==> src/sbp_consts.vh <==
`ifndef SBP_CONSTS_VH
`define SBP_CONSTS_VH

// ----------------------------------------------------------------------------
// Group map with the top/bottom selector at zero
// ----------------------------------------------------------------------------
`define SBP_GROUPS          286
`define SBP_LAST_GROUP      9'h11D
`define SBP_TOP_BLOCK_FIRST 8'hFE
`define SBP_TOP_GROUP_BASE  9'h0FE

// ----------------------------------------------------------------------------
// Register byte offsets on the Wishbone slave
// ----------------------------------------------------------------------------
`define SBP_REG_CTRL        4'h0
`define SBP_REG_ADDR        4'h1
`define SBP_REG_STATUS      4'h2
`define SBP_REG_QUERY       4'h3

// ----------------------------------------------------------------------------
// Command codes written to the control register bits 2:0
// ----------------------------------------------------------------------------
`define SBP_CMD_PROG_PPB    3'h1
`define SBP_CMD_ERASE_PPB   3'h2
`define SBP_CMD_READ_PPB    3'h3
`define SBP_CMD_DYB_WRITE   3'h4
`define SBP_CMD_GUARD_CLR   3'h5
`define SBP_CMD_UNLOCK_OK   3'h6
`define SBP_CMD_SOFT_RST    3'h7

// ----------------------------------------------------------------------------
// Timing in microseconds and cycle counts at 200 MHz
// ----------------------------------------------------------------------------
`define SBP_CLK_MHZ         200
`define SBP_PROG_US         200
`define SBP_ERASE_US        45000
`define SBP_PROG_CYCLES     (`SBP_PROG_US * `SBP_CLK_MHZ)
`define SBP_ERASE_CYCLES    (`SBP_ERASE_US * `SBP_CLK_MHZ)
`define SBP_READ_LATENCY    3'h4

`endif

==> src/sbp_bit_mem.v <==
`include "sbp_consts.vh"

module sbp_bit_mem #(
    parameter DEPTH   = `SBP_GROUPS,
    parameter AW      = 9,
    parameter INIT    = 1'b1
) (
    // Clock and reset
    input  wire          core_clk,
    input  wire          reset_n,
    // Control
    input  wire          clearAll,
    input  wire          setAll,
    input  wire          writeEn,
    input  wire [AW-1:0] writeAddr,
    input  wire          writeData,
    input  wire [AW-1:0] readAddr,
    // Registered read data
    output reg           readData
);

    reg  [DEPTH-1:0] bits = {DEPTH{INIT}};
    integer          i;

    // The store starts erased; a copy with reset tied high keeps its contents
    // through hardware reset, as non-volatile bits must.
    always @(posedge core_clk) begin
        if (!reset_n) begin
            bits     <= {DEPTH{INIT}};
            readData <= INIT;
        end else begin
            for (i = 0; i < DEPTH; i = i + 1) begin
                if (setAll)
                    bits[i] <= 1'b1;
                else if (clearAll)
                    bits[i] <= 1'b0;
                else if (writeEn && writeAddr == i[AW-1:0])
                    bits[i] <= writeData;
            end
            readData <= (readAddr < DEPTH) ? bits[readAddr] : INIT;
        end
    end

endmodule

==> src/sbp_group_map.v <==
`include "sbp_consts.vh"

module sbp_group_map (
    // Byte address in, group number out
    input  wire [23:0] byteAddr,
    output wire [8:0]  group
);

    wire [7:0] blockNum;

    assign blockNum = byteAddr[23:16];
    // Upper two blocks split into 4 KB sectors, the rest are whole blocks.
    assign group = (blockNum >= `SBP_TOP_BLOCK_FIRST) ?
                   (`SBP_TOP_GROUP_BASE + {4'h0, blockNum[0], byteAddr[15:12]}) :
                   {1'b0, blockNum};

endmodule

==> src/sbp_protect.v <==
// How it works
// - Selector zero: blocks 0-253 one group each, top 32 sectors groups 254-285.
// - One persistent bit per group, programmed singly to 0, erased together to 1.
// - Erase handles preprogram and verify internally with no host involvement.
// - Program busy for page program time, erase busy for sector erase time.
// - Busy progress visible in status register for host polling.
// - Persistent bit read completes after the normal array read latency.
// - During persistent bit programming no array data is delivered.
// - No single-bit erase; group erase ignores the address.
// - Persistent bits read erased, unprotected, as delivered.
// - Dynamic bit per group, written freely: 0 protects, 1 unprotects.
// - Dynamic bit matters only where the persistent bit is erased.
// - Guard bit 0 makes persistent program or erase fail without change.
// - Persistent mode: guard set at hardware reset, never set again by command.
// - Password mode: guard cleared at hardware reset, set only by good unlock.
// - Group protected when its persistent or dynamic bit is 0.
// - Guard clear command clears the guard bit.
// - Software reset leaves the guard bit unchanged.
// - Any reset returns all dynamic bits to unprotected.
`include "sbp_consts.vh"

module sbp_protect #(
    parameter PROG_CYCLES  = `SBP_PROG_CYCLES,
    parameter ERASE_CYCLES = `SBP_ERASE_CYCLES
) (
    // Clock and reset
    input  wire        core_clk,
    input  wire        reset_n,
    // Wishbone slave
    input  wire        wb_cyc_i,
    input  wire        wb_stb_i,
    input  wire        wb_we_i,
    input  wire [3:0]  wb_adr_i,
    input  wire [3:0]  wb_sel_i,
    input  wire [31:0] wb_dat_i,
    output reg  [31:0] wb_dat_o,
    output reg         wb_ack_o,
    // Mode strap, low selects password mode
    input  wire        persistentModeSel,
    // Array access check
    input  wire [23:0] arrayAddr,
    output reg         arrayProtected,
    output reg         arrayReadBlocked
);

    // ------------------------------------------------------------------------
    // Mode strap synchroniser
    // ------------------------------------------------------------------------
    reg modeMeta;
    reg modeSync;
    // The mode is taken once per hardware reset, so a strap that moves during
    // normal operation can never turn an unlock command into a guard bypass.
    reg modeLatched;
    always @(posedge core_clk) begin
        modeMeta <= persistentModeSel;
        modeSync <= modeMeta;
    end

    // ------------------------------------------------------------------------
    // Bus decode
    // ------------------------------------------------------------------------
    wire        busReq;
    wire        wrCtrl;
    wire        wrAddr;
    wire [2:0]  cmd;
    reg  [23:0] cmdAddr;
    reg         busy;
    // The count covers the longest erase at the default clock with room to spare;
    // a clock or an erase time up to 477 times larger still fits.
    reg  [31:0] busyCnt;
    reg         progBusy;
    reg         eraseBusy;
    reg         failFlag;
    reg         guardBit;
    reg         guardInitDone;
    reg         readPending;
    reg  [2:0]  readCnt;
    reg         readValid;
    reg         readBit;
    reg         readDyb;

    assign busReq = wb_cyc_i && wb_stb_i && !wb_ack_o;
    assign wrCtrl = busReq && wb_we_i && wb_adr_i == `SBP_REG_CTRL && wb_sel_i[0];
    assign wrAddr = busReq && wb_we_i && wb_adr_i == `SBP_REG_ADDR;
    assign cmd    = wb_dat_i[2:0];

    // ------------------------------------------------------------------------
    // Group lookup for command address and array address
    // ------------------------------------------------------------------------
    wire [8:0] cmdGroup;
    wire [8:0] arrayGroup;
    wire       ppbRd;
    wire       dybRd;
    wire       ppbArr;
    wire       dybArr;

    sbp_group_map cmdMap (
        .byteAddr (cmdAddr),
        .group    (cmdGroup)
    );
    sbp_group_map arrMap (
        .byteAddr (arrayAddr),
        .group    (arrayGroup)
    );

    // ------------------------------------------------------------------------
    // Command decode, ignored while a persistent bit operation is busy
    // ------------------------------------------------------------------------
    wire issue;
    wire isProg;
    wire isErase;
    wire isRead;
    wire isDybWrite;
    wire isGuardClr;
    wire isUnlock;
    wire ppbWriteOk;
    wire softRst;

    assign issue      = wrCtrl && !busy;
    assign isProg     = issue && cmd == `SBP_CMD_PROG_PPB;
    assign isErase    = issue && cmd == `SBP_CMD_ERASE_PPB;
    assign isRead     = issue && cmd == `SBP_CMD_READ_PPB;
    assign isDybWrite = issue && cmd == `SBP_CMD_DYB_WRITE;
    assign isGuardClr = issue && cmd == `SBP_CMD_GUARD_CLR;
    assign isUnlock   = issue && cmd == `SBP_CMD_UNLOCK_OK;
    assign ppbWriteOk = (isProg || isErase) && guardBit;
    assign softRst    = issue && cmd == `SBP_CMD_SOFT_RST;

    // Persistent bits change when the busy period ends, so a failed or aborted
    // operation never leaves a partial result.
    wire progDone;
    wire eraseDone;
    assign progDone  = progBusy && busyCnt == 32'h00000001;
    assign eraseDone = eraseBusy && busyCnt == 32'h00000001;

    // ------------------------------------------------------------------------
    // Protection bit stores
    // ------------------------------------------------------------------------
    // Each store is kept twice so the command side and the array check each
    // own a read port; area is traded for having no read arbitration.
    sbp_bit_mem #(.INIT(1'b1)) ppbMem (
        .core_clk  (core_clk),
        .reset_n   (1'b1),
        .clearAll  (1'b0),
        .setAll    (eraseDone),
        .writeEn   (progDone),
        .writeAddr (cmdGroup),
        .writeData (1'b0),
        .readAddr  (cmdGroup),
        .readData  (ppbRd)
    );
    sbp_bit_mem #(.INIT(1'b1)) dybMem (
        .core_clk  (core_clk),
        .reset_n   (reset_n),
        .clearAll  (1'b0),
        .setAll    (softRst),
        .writeEn   (isDybWrite),
        .writeAddr (cmdGroup),
        .writeData (wb_dat_i[8]),
        .readAddr  (cmdGroup),
        .readData  (dybRd)
    );
    sbp_bit_mem #(.INIT(1'b1)) ppbArrMem (
        .core_clk  (core_clk),
        .reset_n   (1'b1),
        .clearAll  (1'b0),
        .setAll    (eraseDone),
        .writeEn   (progDone),
        .writeAddr (cmdGroup),
        .writeData (1'b0),
        .readAddr  (arrayGroup),
        .readData  (ppbArr)
    );
    sbp_bit_mem #(.INIT(1'b1)) dybArrMem (
        .core_clk  (core_clk),
        .reset_n   (reset_n),
        .clearAll  (1'b0),
        .setAll    (softRst),
        .writeEn   (isDybWrite),
        .writeAddr (cmdGroup),
        .writeData (wb_dat_i[8]),
        .readAddr  (arrayGroup),
        .readData  (dybArr)
    );

    // ------------------------------------------------------------------------
    // Guard bit and busy sequencer
    // ------------------------------------------------------------------------
    always @(posedge core_clk) begin
        if (!reset_n) begin
            guardBit      <= 1'b0;
            guardInitDone <= 1'b0;
            modeLatched   <= 1'b1;
            busy          <= 1'b0;
            progBusy      <= 1'b0;
            eraseBusy     <= 1'b0;
            busyCnt       <= 32'h00000000;
            failFlag      <= 1'b0;
            cmdAddr       <= 24'h000000;
        end else begin
            if (!guardInitDone) begin
                // Caught after release so the strap is never a reset value.
                guardInitDone <= 1'b1;
                modeLatched   <= modeSync;
                guardBit      <= modeSync;
            end else if (isGuardClr) begin
                guardBit <= 1'b0;
            end else if (isUnlock && !modeLatched) begin
                guardBit <= 1'b1;
            end
            // Software reset deliberately does not touch the guard bit.
            // The address is frozen while busy, because the group written at
            // the end of a program is the one that cmdAddr names then.
            if (wrAddr && !busy)
                cmdAddr <= wb_dat_i[23:0];
            // The fail flag holds the outcome of the last program or erase
            // request until the next one, so a late poll still sees it.
            if (isProg || isErase)
                failFlag <= !guardBit;
            if (ppbWriteOk) begin
                busy      <= 1'b1;
                progBusy  <= isProg;
                eraseBusy <= isErase;
                busyCnt   <= isProg ? PROG_CYCLES : ERASE_CYCLES;
            end else if (busy) begin
                if (busyCnt == 32'h00000001) begin
                    busy      <= 1'b0;
                    progBusy  <= 1'b0;
                    eraseBusy <= 1'b0;
                end
                busyCnt <= busyCnt - 32'h00000001;
            end
        end
    end

    // ------------------------------------------------------------------------
    // Persistent bit read with array access latency
    // ------------------------------------------------------------------------
    always @(posedge core_clk) begin
        if (!reset_n) begin
            readPending <= 1'b0;
            readCnt     <= 3'h0;
            readValid   <= 1'b0;
            readBit     <= 1'b1;
            readDyb     <= 1'b1;
        end else if (isRead) begin
            readPending <= 1'b1;
            readValid   <= 1'b0;
            readCnt     <= `SBP_READ_LATENCY;
        end else if (readPending) begin
            readCnt <= readCnt - 3'h1;
            if (readCnt == 3'h1) begin
                readPending <= 1'b0;
                readValid   <= 1'b1;
                readBit     <= ppbRd;
                readDyb     <= dybRd;
            end
        end
    end

    // ------------------------------------------------------------------------
    // Array protection outputs
    // ------------------------------------------------------------------------
    // The check lags arrayAddr by two cycles; the array controller must allow
    // for that before it starts a program or erase on a new address.
    always @(posedge core_clk) begin
        if (!reset_n) begin
            arrayProtected   <= 1'b1;
            arrayReadBlocked <= 1'b0;
        end else begin
            arrayProtected   <= !ppbArr || !dybArr;
            arrayReadBlocked <= progBusy;
        end
    end

    // ------------------------------------------------------------------------
    // Wishbone answer, one wait state
    // ------------------------------------------------------------------------
    // Ack is registered from the request and blocks it for one cycle, so a
    // request held through its ack edge is never taken twice.
    always @(posedge core_clk) begin
        if (!reset_n) begin
            wb_ack_o <= 1'b0;
            wb_dat_o <= 32'h00000000;
        end else begin
            wb_ack_o <= busReq;
            if (busReq && !wb_we_i) begin
                case (wb_adr_i)
                    `SBP_REG_ADDR:   wb_dat_o <= {8'h00, cmdAddr};
                    `SBP_REG_STATUS: wb_dat_o <= {26'h0, readValid, failFlag,
                                                  guardBit, eraseBusy, progBusy, busy};
                    `SBP_REG_QUERY:  wb_dat_o <= {22'h0, readPending, 1'b0,
                                                  6'h0, readDyb, readBit};
                    default:         wb_dat_o <= 32'h00000000;
                endcase
            end
        end
    end

endmodule

==> config.mk <==
export PLATFORM = sky130hd
export DESIGN_NAME = sbp_protect
export DESIGN_NICKNAME = d
export VERILOG_FILES = /design/src/sbp_bit_mem.v /design/src/sbp_group_map.v /design/src/sbp_protect.v
export VERILOG_INCLUDE_DIRS = /design/src
export SDC_FILE = /design/constraint.sdc
export NUM_CORES = 2
export LEC_CHECK = 0
export ABC_AREA = 1
export ABC_CLOCK_PERIOD_IN_PS = 4590
export BUFFER_PORTS_ARGS = -buffer_cell sky130_fd_sc_hd__buf_2
export CAP_MARGIN = 5
export CORE_MARGIN = 1
export CORE_UTILIZATION = 55
export CTS_CLUSTER_DIAMETER = 40
export DETAILED_ROUTE_END_ITERATION = 10
export PLACE_DENSITY = 0.72
export REMOVE_ABC_BUFFERS = 1
export SETUP_SLACK_MARGIN = 0.05
export SLEW_MARGIN = 0
export SYNTH_ARGS = -nofsm -noshare
export SYNTH_HDL_FRONTEND = slang
export SYNTH_SLANG_ARGS = --single-unit
==> constraint.sdc <==
create_clock -name core_clk -period 4.59 [get_ports core_clk]
set_clock_uncertainty 0.05 [all_clocks]
set_input_delay 0 -clock core_clk [delete_from_list [all_inputs] [get_ports core_clk]]
set_output_delay 0 -clock core_clk [all_outputs]
set_load 0.02 [all_outputs]
; ---- After elaboration in Yosys (flattened, before gate mapping)
; Cells that the tools add are included.
[word_totals]
regBits = 683
in_bits = 70
out_inout_bits = 35
elab_cells = 1550
[classes]
add_sub_neg = 4
order_cmp = 6
n_eq_ne = 298
n_mux = 30
bitwise_logic = 2
reduce_logical = 613
[ops]
columns = cell, count
row1 = "equality test 9 x 8 -> 1 bit, second input constant", 128
row2 = logical AND 1 bit, 592
row3 = "equality test 9 x 7 -> 1 bit, second input constant", 64
row4 = "equality test 9 x 6 -> 1 bit, second input constant", 32
row5 = "equality test 9 bit, second input constant", 30
row6 = "equality test 9 x 5 -> 1 bit, second input constant", 16
row7 = "equality test 9 x 4 -> 1 bit, second input constant", 8
row8 = case mux 24 bit (3 select lines), 1
row9 = 2-to-1 mux 32 bit, 2
row10 = binary-select mux 1 bit (select 9 bit), 4
row11 = "equality test 9 x 3 -> 1 bit, second input constant", 4
row12 = "equality test 32 x 1 -> 1 bit, second input constant", 1
row13 = "subtractor 32 x 1 -> 32 bit, second input constant", 1
row14 = 2-to-1 mux 24 bit, 1
row15 = "< comparator 9 x 10 -> 1 bit, second input constant", 2
row16 = "adder 8 x 5 -> 9 bit, first input constant", 2
row17 = "equality test 9 x 2 -> 1 bit, second input constant", 2
row18 = "< comparator 9 bit, second input constant", 2
row19 = 2-to-1 mux 1 bit, 18
row20 = 2-to-1 mux 9 bit, 2
row21 = ">= comparator 8 bit, second input constant", 2
row22 = "equality test 3 bit, second input constant", 4
row23 = "equality test 9 x 1 -> 1 bit, second input constant", 1
row24 = logical NOT 9 bit, 1
row25 = 15 further kinds, 33

; ---- Longest topological paths before layout
[depth]
depth_word = 11
ltp_mapped = 22
ltp_nobuf = 20

; ---- By module
; Synthesis repeated with hierarchy kept, for this count alone.
[unflattened]
cells_unflattened = 8753
area_unflattened_um2 = 62282.2
[modules_own_cells]
columns = mod, instances, cells_each, area_each_um2
row1 = sbp_bit_mem at dybArrMem ..., 3, 2015, 14355.0
row2 = sbp_bit_mem at ppbMem, 1, 2010, 14330.0
row3 = sbp_protect, 1, 602, 4406.7
row4 = sbp_group_map, 2, 48, 240.2

; ---- Least setup slack after synthesis
; OpenSTA, ideal clock, no wires.
[synth_timing]
path_kind = flip-flop to flip-flop
from = register cmdAddr[13]
to = register dybArrMem.bits[253]
setup_time_ns = 0.138
arrival_ns = 2.323
path_slack_ns = 2.078
stages_incl_launch_ff = 14
path_buffers = 0
period_less_slack_ns = 2.512
path_cell_list = dfxtp_1 -> inv_1 -> ha_1 -> or2_0 -> nand3_1 -> nand2_1 -> nor2_2 -> inv_2 -> nor2_2 -> nand2_1 -> clkinv_1 -> nand2_1 -> o21ai_0 -> o311ai_1
[synth_via]
elab_chain_cells = 4
[synth_lines]
columns = item, line
row1 = start: declaration, sbp_protect.v:66  ; reg [23:0] cmdAddr;
row2 = start signal: assignment, sbp_protect.v:215  ; cmdAddr <= wb_dat_i[23:0];
row3 = adder 8 x 5 -> 9 bit (no source line), -
row4 = 2-to-1 mux 9 bit, sbp_group_map.v:13  ; assign group = (blockNum >= `SBP_TOP_BLOCK_FIRST) ?
row5 = equality test 9 x 8 -> 1 bit, sbp_bit_mem.v:37  ; else if (writeEn && writeAddr == i[AW-1:0])
row6 = logical AND 1 bit, sbp_bit_mem.v:37
row7 = end signal: assignment, sbp_bit_mem.v:29  ; bits <= {DEPTH{INIT}};
row8 = end signal: indexed assignment, sbp_bit_mem.v:38  ; bits[i] <= writeData;
row9 = end: declaration, sbp_bit_mem.v:22  ; reg [DEPTH-1:0] bits = {DEPTH{INIT}};
; Every way passes these cells.
; A chain may end at the register's enable or synchronous reset.

; ---- Worst setup path in the final report
[layout_timing]
from = register busy
to = register busyCnt[14]
[layout_via]
elab_chain_cells = 6
word_cells_on_any_way = 9
cone_classes = mux: 2 / reduce/logical: 7
[layout_lines]
columns = item, line
row1 = start: declaration, sbp_protect.v:67  ; reg busy;
row2 = start signal: assignment, sbp_protect.v:194  ; busy <= 1'b0;
row3 = start signal: assignment, sbp_protect.v:221  ; busy <= 1'b1;
row4 = start signal: assignment, sbp_protect.v:227  ; busy <= 1'b0;
row5 = logical NOT 1 bit, sbp_protect.v:119  ; assign issue = wrCtrl && !busy;
row6 = logical AND 1 bit, sbp_protect.v:119
row7 = logical AND 1 bit (no source line), -
row8 = logical OR 1 bit, sbp_protect.v:126  ; assign ppbWriteOk = (isProg || isErase) && guardBit;
row9 = logical AND 1 bit, sbp_protect.v:126
row10 = 2-to-1 mux 32 bit / nonzero test 2 bit (equally long branches), -
row11 = end signal: assignment, sbp_protect.v:224  ; busyCnt <= isProg ? PROG_CYCLES : ERASE_CYCLES;
row12 = end signal: assignment, sbp_protect.v:231  ; busyCnt <= busyCnt - 32'h00000001;
row13 = end: declaration, sbp_protect.v:70  ; reg [31:0] busyCnt;
; Parallel ways exist; a longest one is shown, timed or not.

==> results.sh <==
export IMPL_status="completed"
export IMPL_finish_net_count=6008
export IMPL_layout_min_cycle_time_ps=3956
export IMPL_cts_tree="done"
export IMPL_yosys_top_cells_count="sky130_fd_sc_hd__nand2_1, sky130_fd_sc_hd__o21ai_0, sky130_fd_sc_hd__dfxtp_1, sky130_fd_sc_hd__nor2_1, sky130_fd_sc_hd__nand3_1"
export IMPL_maxSlewViolCount=0
export IMPL_max_slew_margin_rel=0.2069
export IMPL_async_flop_share=0
export IMPL_syn_avg_cell_area_um2=6.275
export IMPL_critical_path_max_stage_delay_ps=620
export IMPL_via_count=42431
export IMPL_synth_area_leader_cell="sky130_fd_sc_hd__dfxtp_1"
export IMPL_cp_max_fo=19
export IMPL_synthMostInstantiatedCell="sky130_fd_sc_hd__nand2_1"
export IMPL_number_of_buffers_added_for_setup_after_cts=0
export IMPL_cp_data_required_time_ps=5110
export IMPL_stdcell_count=6900
export IMPL_drt_wl_total_um=147800
export IMPL_total_power_w=0.01612
export IMPL_flow_area_growth_from_synthesis_pct=15.07
export IMPL_initial_core_util=0.5589
export IMPL_tritoncts_num_buffers=113
export IMPL_clock_sinks=675
export IMPL_clockRootBuffer="sky130_fd_sc_hd__clkbuf_16"
export IMPL_synth_main_ff_cell="sky130_fd_sc_hd__dfxtp_1"
export IMPL_die_h_um=263.9
export IMPL_drc=0
export IMPL_timing_critical_path_cells="inv_1 -> nand4_1 -> dlygate4sd3_1 -> nor2_1 -> o21ai_0 -> nor2_1 -> nor2_1 -> clkinv_1 -> o21ai_0 -> a31oi_1 -> dlygate4sd3_1"
export IMPL_maxClockFrequency_mhz=252.8
export IMPL_core_mm2=0.06751
export IMPL_p_leak_nw=20.37
export IMPL_worstPathBufferInverterCount=4
export IMPL_grt_use_total=0.4130
export IMPL_final_hold_violation_count=0
export IMPL_grt_first_pass_wirelength_um=227100
export IMPL_setup_viol_count_final=0
export IMPL_cts_repair_resize_count=0
export IMPL_count_of_pins_on_the_block_boundary=105
export IMPL_fin_crit_sh=0.8620
export IMPL_synth_seq_area_share=0.3581
export IMPL_synthesis_area_mm2=0.03773
export IMPL_grt_overflow_total=0
export IMPL_grt_antenna_before_repair=1
export IMPL_tightest_slew_ps=1190
export IMPL_worstSetupPathType="reg2reg"
export IMPL_max_cap_violations=0
export IMPL_net_switching_power_w=0.003898
export IMPL_post_synth_main_area_contributors="sky130_fd_sc_hd__dfxtp_1, sky130_fd_sc_hd__nand2_1, sky130_fd_sc_hd__o21ai_0, sky130_fd_sc_hd__nand3_1, sky130_fd_sc_hd__nor2_1"
export IMPL_die_w_um=263.9
export IMPL_pin_count_of_the_biggest_net_entering_global_routing=231
export IMPL_cp_arrival_ps=4470
export IMPL_drt_initial_drc_count=5359
export IMPL_critical_path_top_delay_cell="sky130_fd_sc_hd__dfxtp_1"
export IMPL_pwr_share_seq=0.365
export IMPL_finalWeightedCongestion=0.9664
export IMPL_intPower_w=0.01222
export IMPL_ratio_of_cells_with_drive_above_1_in_the_final_layout=0.08214
export IMPL_power_clock_fraction=0.581
export IMPL_placed_cell_count=6624
export IMPL_min_delay_path_class="in2reg"
export IMPL_synth_warning_count=0
export IMPL_routed_via_density=6.149
export IMPL_clk_insertion_delay_late_ps=700
export IMPL_setup_worst_path_end_class="flop"
export IMPL_swShare=0.2418
export IMPL_routed_wire_length_per_instance_um=21.42
export IMPL_drtAntennaViolNets=0
export IMPL_pd_cells_mw_per_mm2=371.3
export IMPL_syn_instance_count=6013
export IMPL_synth_largest_type_area_fraction=0.3581
export IMPL_setup_repair_after_global_routing_missed_its_margin="no"
export IMPL_synth_seq_cells=675
export IMPL_final_hold_worst_slack_ps=102.5
export IMPL_peak_supply_drop_uv=329.1
export IMPL_firstDrtPassIters=7
export IMPL_worst_path_most_repeated_cell="sky130_fd_sc_hd__nor2_1"
export IMPL_max_clock_path_buffers=3
export IMPL_setup_worst_path_start_class="flop"
export IMPL_power_combinational_fraction=0.054
export IMPL_clk_transition_reported_paths_ps=60
export IMPL_first_global_vias=39473
export IMPL_floorplan_die_area_mm2=0.06965
export IMPL_ys_types=50
export IMPL_synth_edff_count=0
export IMPL_hold_buffers=64
export IMPL_critPathTopFamily="buffers and inverters"
export IMPL_std_cell_rows=95
export IMPL_hpwl_um=82500
export IMPL_htreeDepth=3
export IMPL_io_buffers=73
[cells by family after synthesis]
kind of cell    count (synthesis)  synth area share
fa+ha+maj                       8          0.002653
simple gates                 3159            0.3359
flops                         675            0.3581
other cells                     1        0.00009939
compound gates               1344            0.2143
buf+inv                       807           0.08453
xor+xnor                       19          0.004410
[layout by cell type, fill, tap and decap left out, drive strengths merged, types with 14 or more instances in the layout]
| cell | n |
|---|---|
| o22ai | 29 |
| a21o | 20 |
| clkinv | 28 |
| xor2 | 14 |
| nor2 | 392 |
| a22oi | 19 |
| o211ai | 174 |
| a21oi | 174 |
| or2 | 26 |
| buf | 190 |
| clkbuf | 138 |
| nand3 | 336 |
| o21ai | 719 |
| dlygate4sd3 | 64 |
| nor3 | 36 |
| o311ai | 196 |
| inv | 357 |
| dfxtp | 675 |
| nand2 | 2342 |
| bufinv | 23 |
[registers in the layout, summed over array words and instances (netlist names), 3 cells and up]
signal / cells
cmdAddr: 24
busyCnt: 32
ppbArrMem.bits: 36
wb_dat_o: 24
readCnt: 3
dybMem.bits: 163
dybArrMem.bits: 123
ppbMem.bits: 250
[metal layers]
layer	global-route usage	routed length [µm]
met1	0.5142	55980
met2	0.6275	62130
met3	0.1177	19700
met4	0.2580	9888
met5	0.008316	91
[per-stage QoR]
step | setup slack (ps) | cell area, µm² | setup TNS [ps] | util
finish | 633.6 | 43420 | 0 | 0.6431
floorplan | -3870 | 35870 | -1313610 | -
CTS | 681.0 | 43420 | 0 | 0.6431
global placement | 1127 | 38590 | 0 | 0.5716
global route | 356.2 | 43420 | 0 | 0.6431
detailed placement | 1087 | 38590 | 0 | 0.5716
[final cells by class]
cell class / count / area, µm²
Timing Repair Buffer: 254 / 2112
Sequential cell: 675 / 13510
Clock buffer: 138 / 3094
Clock inverter: 73 / 1089
Tap cell: 873 / 1092
Inverter: 348 / 1331
Antenna cell: 1 / 2.502
Multi-Input combinational cell: 4538 / 21190
Fill cell: 6180 / 24100
[worst min-delay path, delay by kind of cell]
family	cells	cell delay [ps]
buf+inv	2	330
compound gates	1	160
simple gates	5	300
[power groups by stage]
stage,registers (W),clock network [W],logic (W)
finish,0.00588,0.00937,0.000875
global placement,0.00600,0,0.000788
detailed placement,0.00600,0,0.000791
CTS,0.00588,0.00937,0.000834
floorplan,0.00600,0,0.000503
global route,0.00587,0.00966,0.000915
[worst paths after layout]
path	start	depth (start not counted)	end	slack, ps
max	busy	11	busyCnt[14]	630
min	arrayAddr[22]	8	dybArrMem.readData	100
max reg2reg	busy	11	busyCnt[14]	630
min reg2reg	modeMeta	0	modeSync	280
No activity file was read; power rests on OpenSTA's default activity.
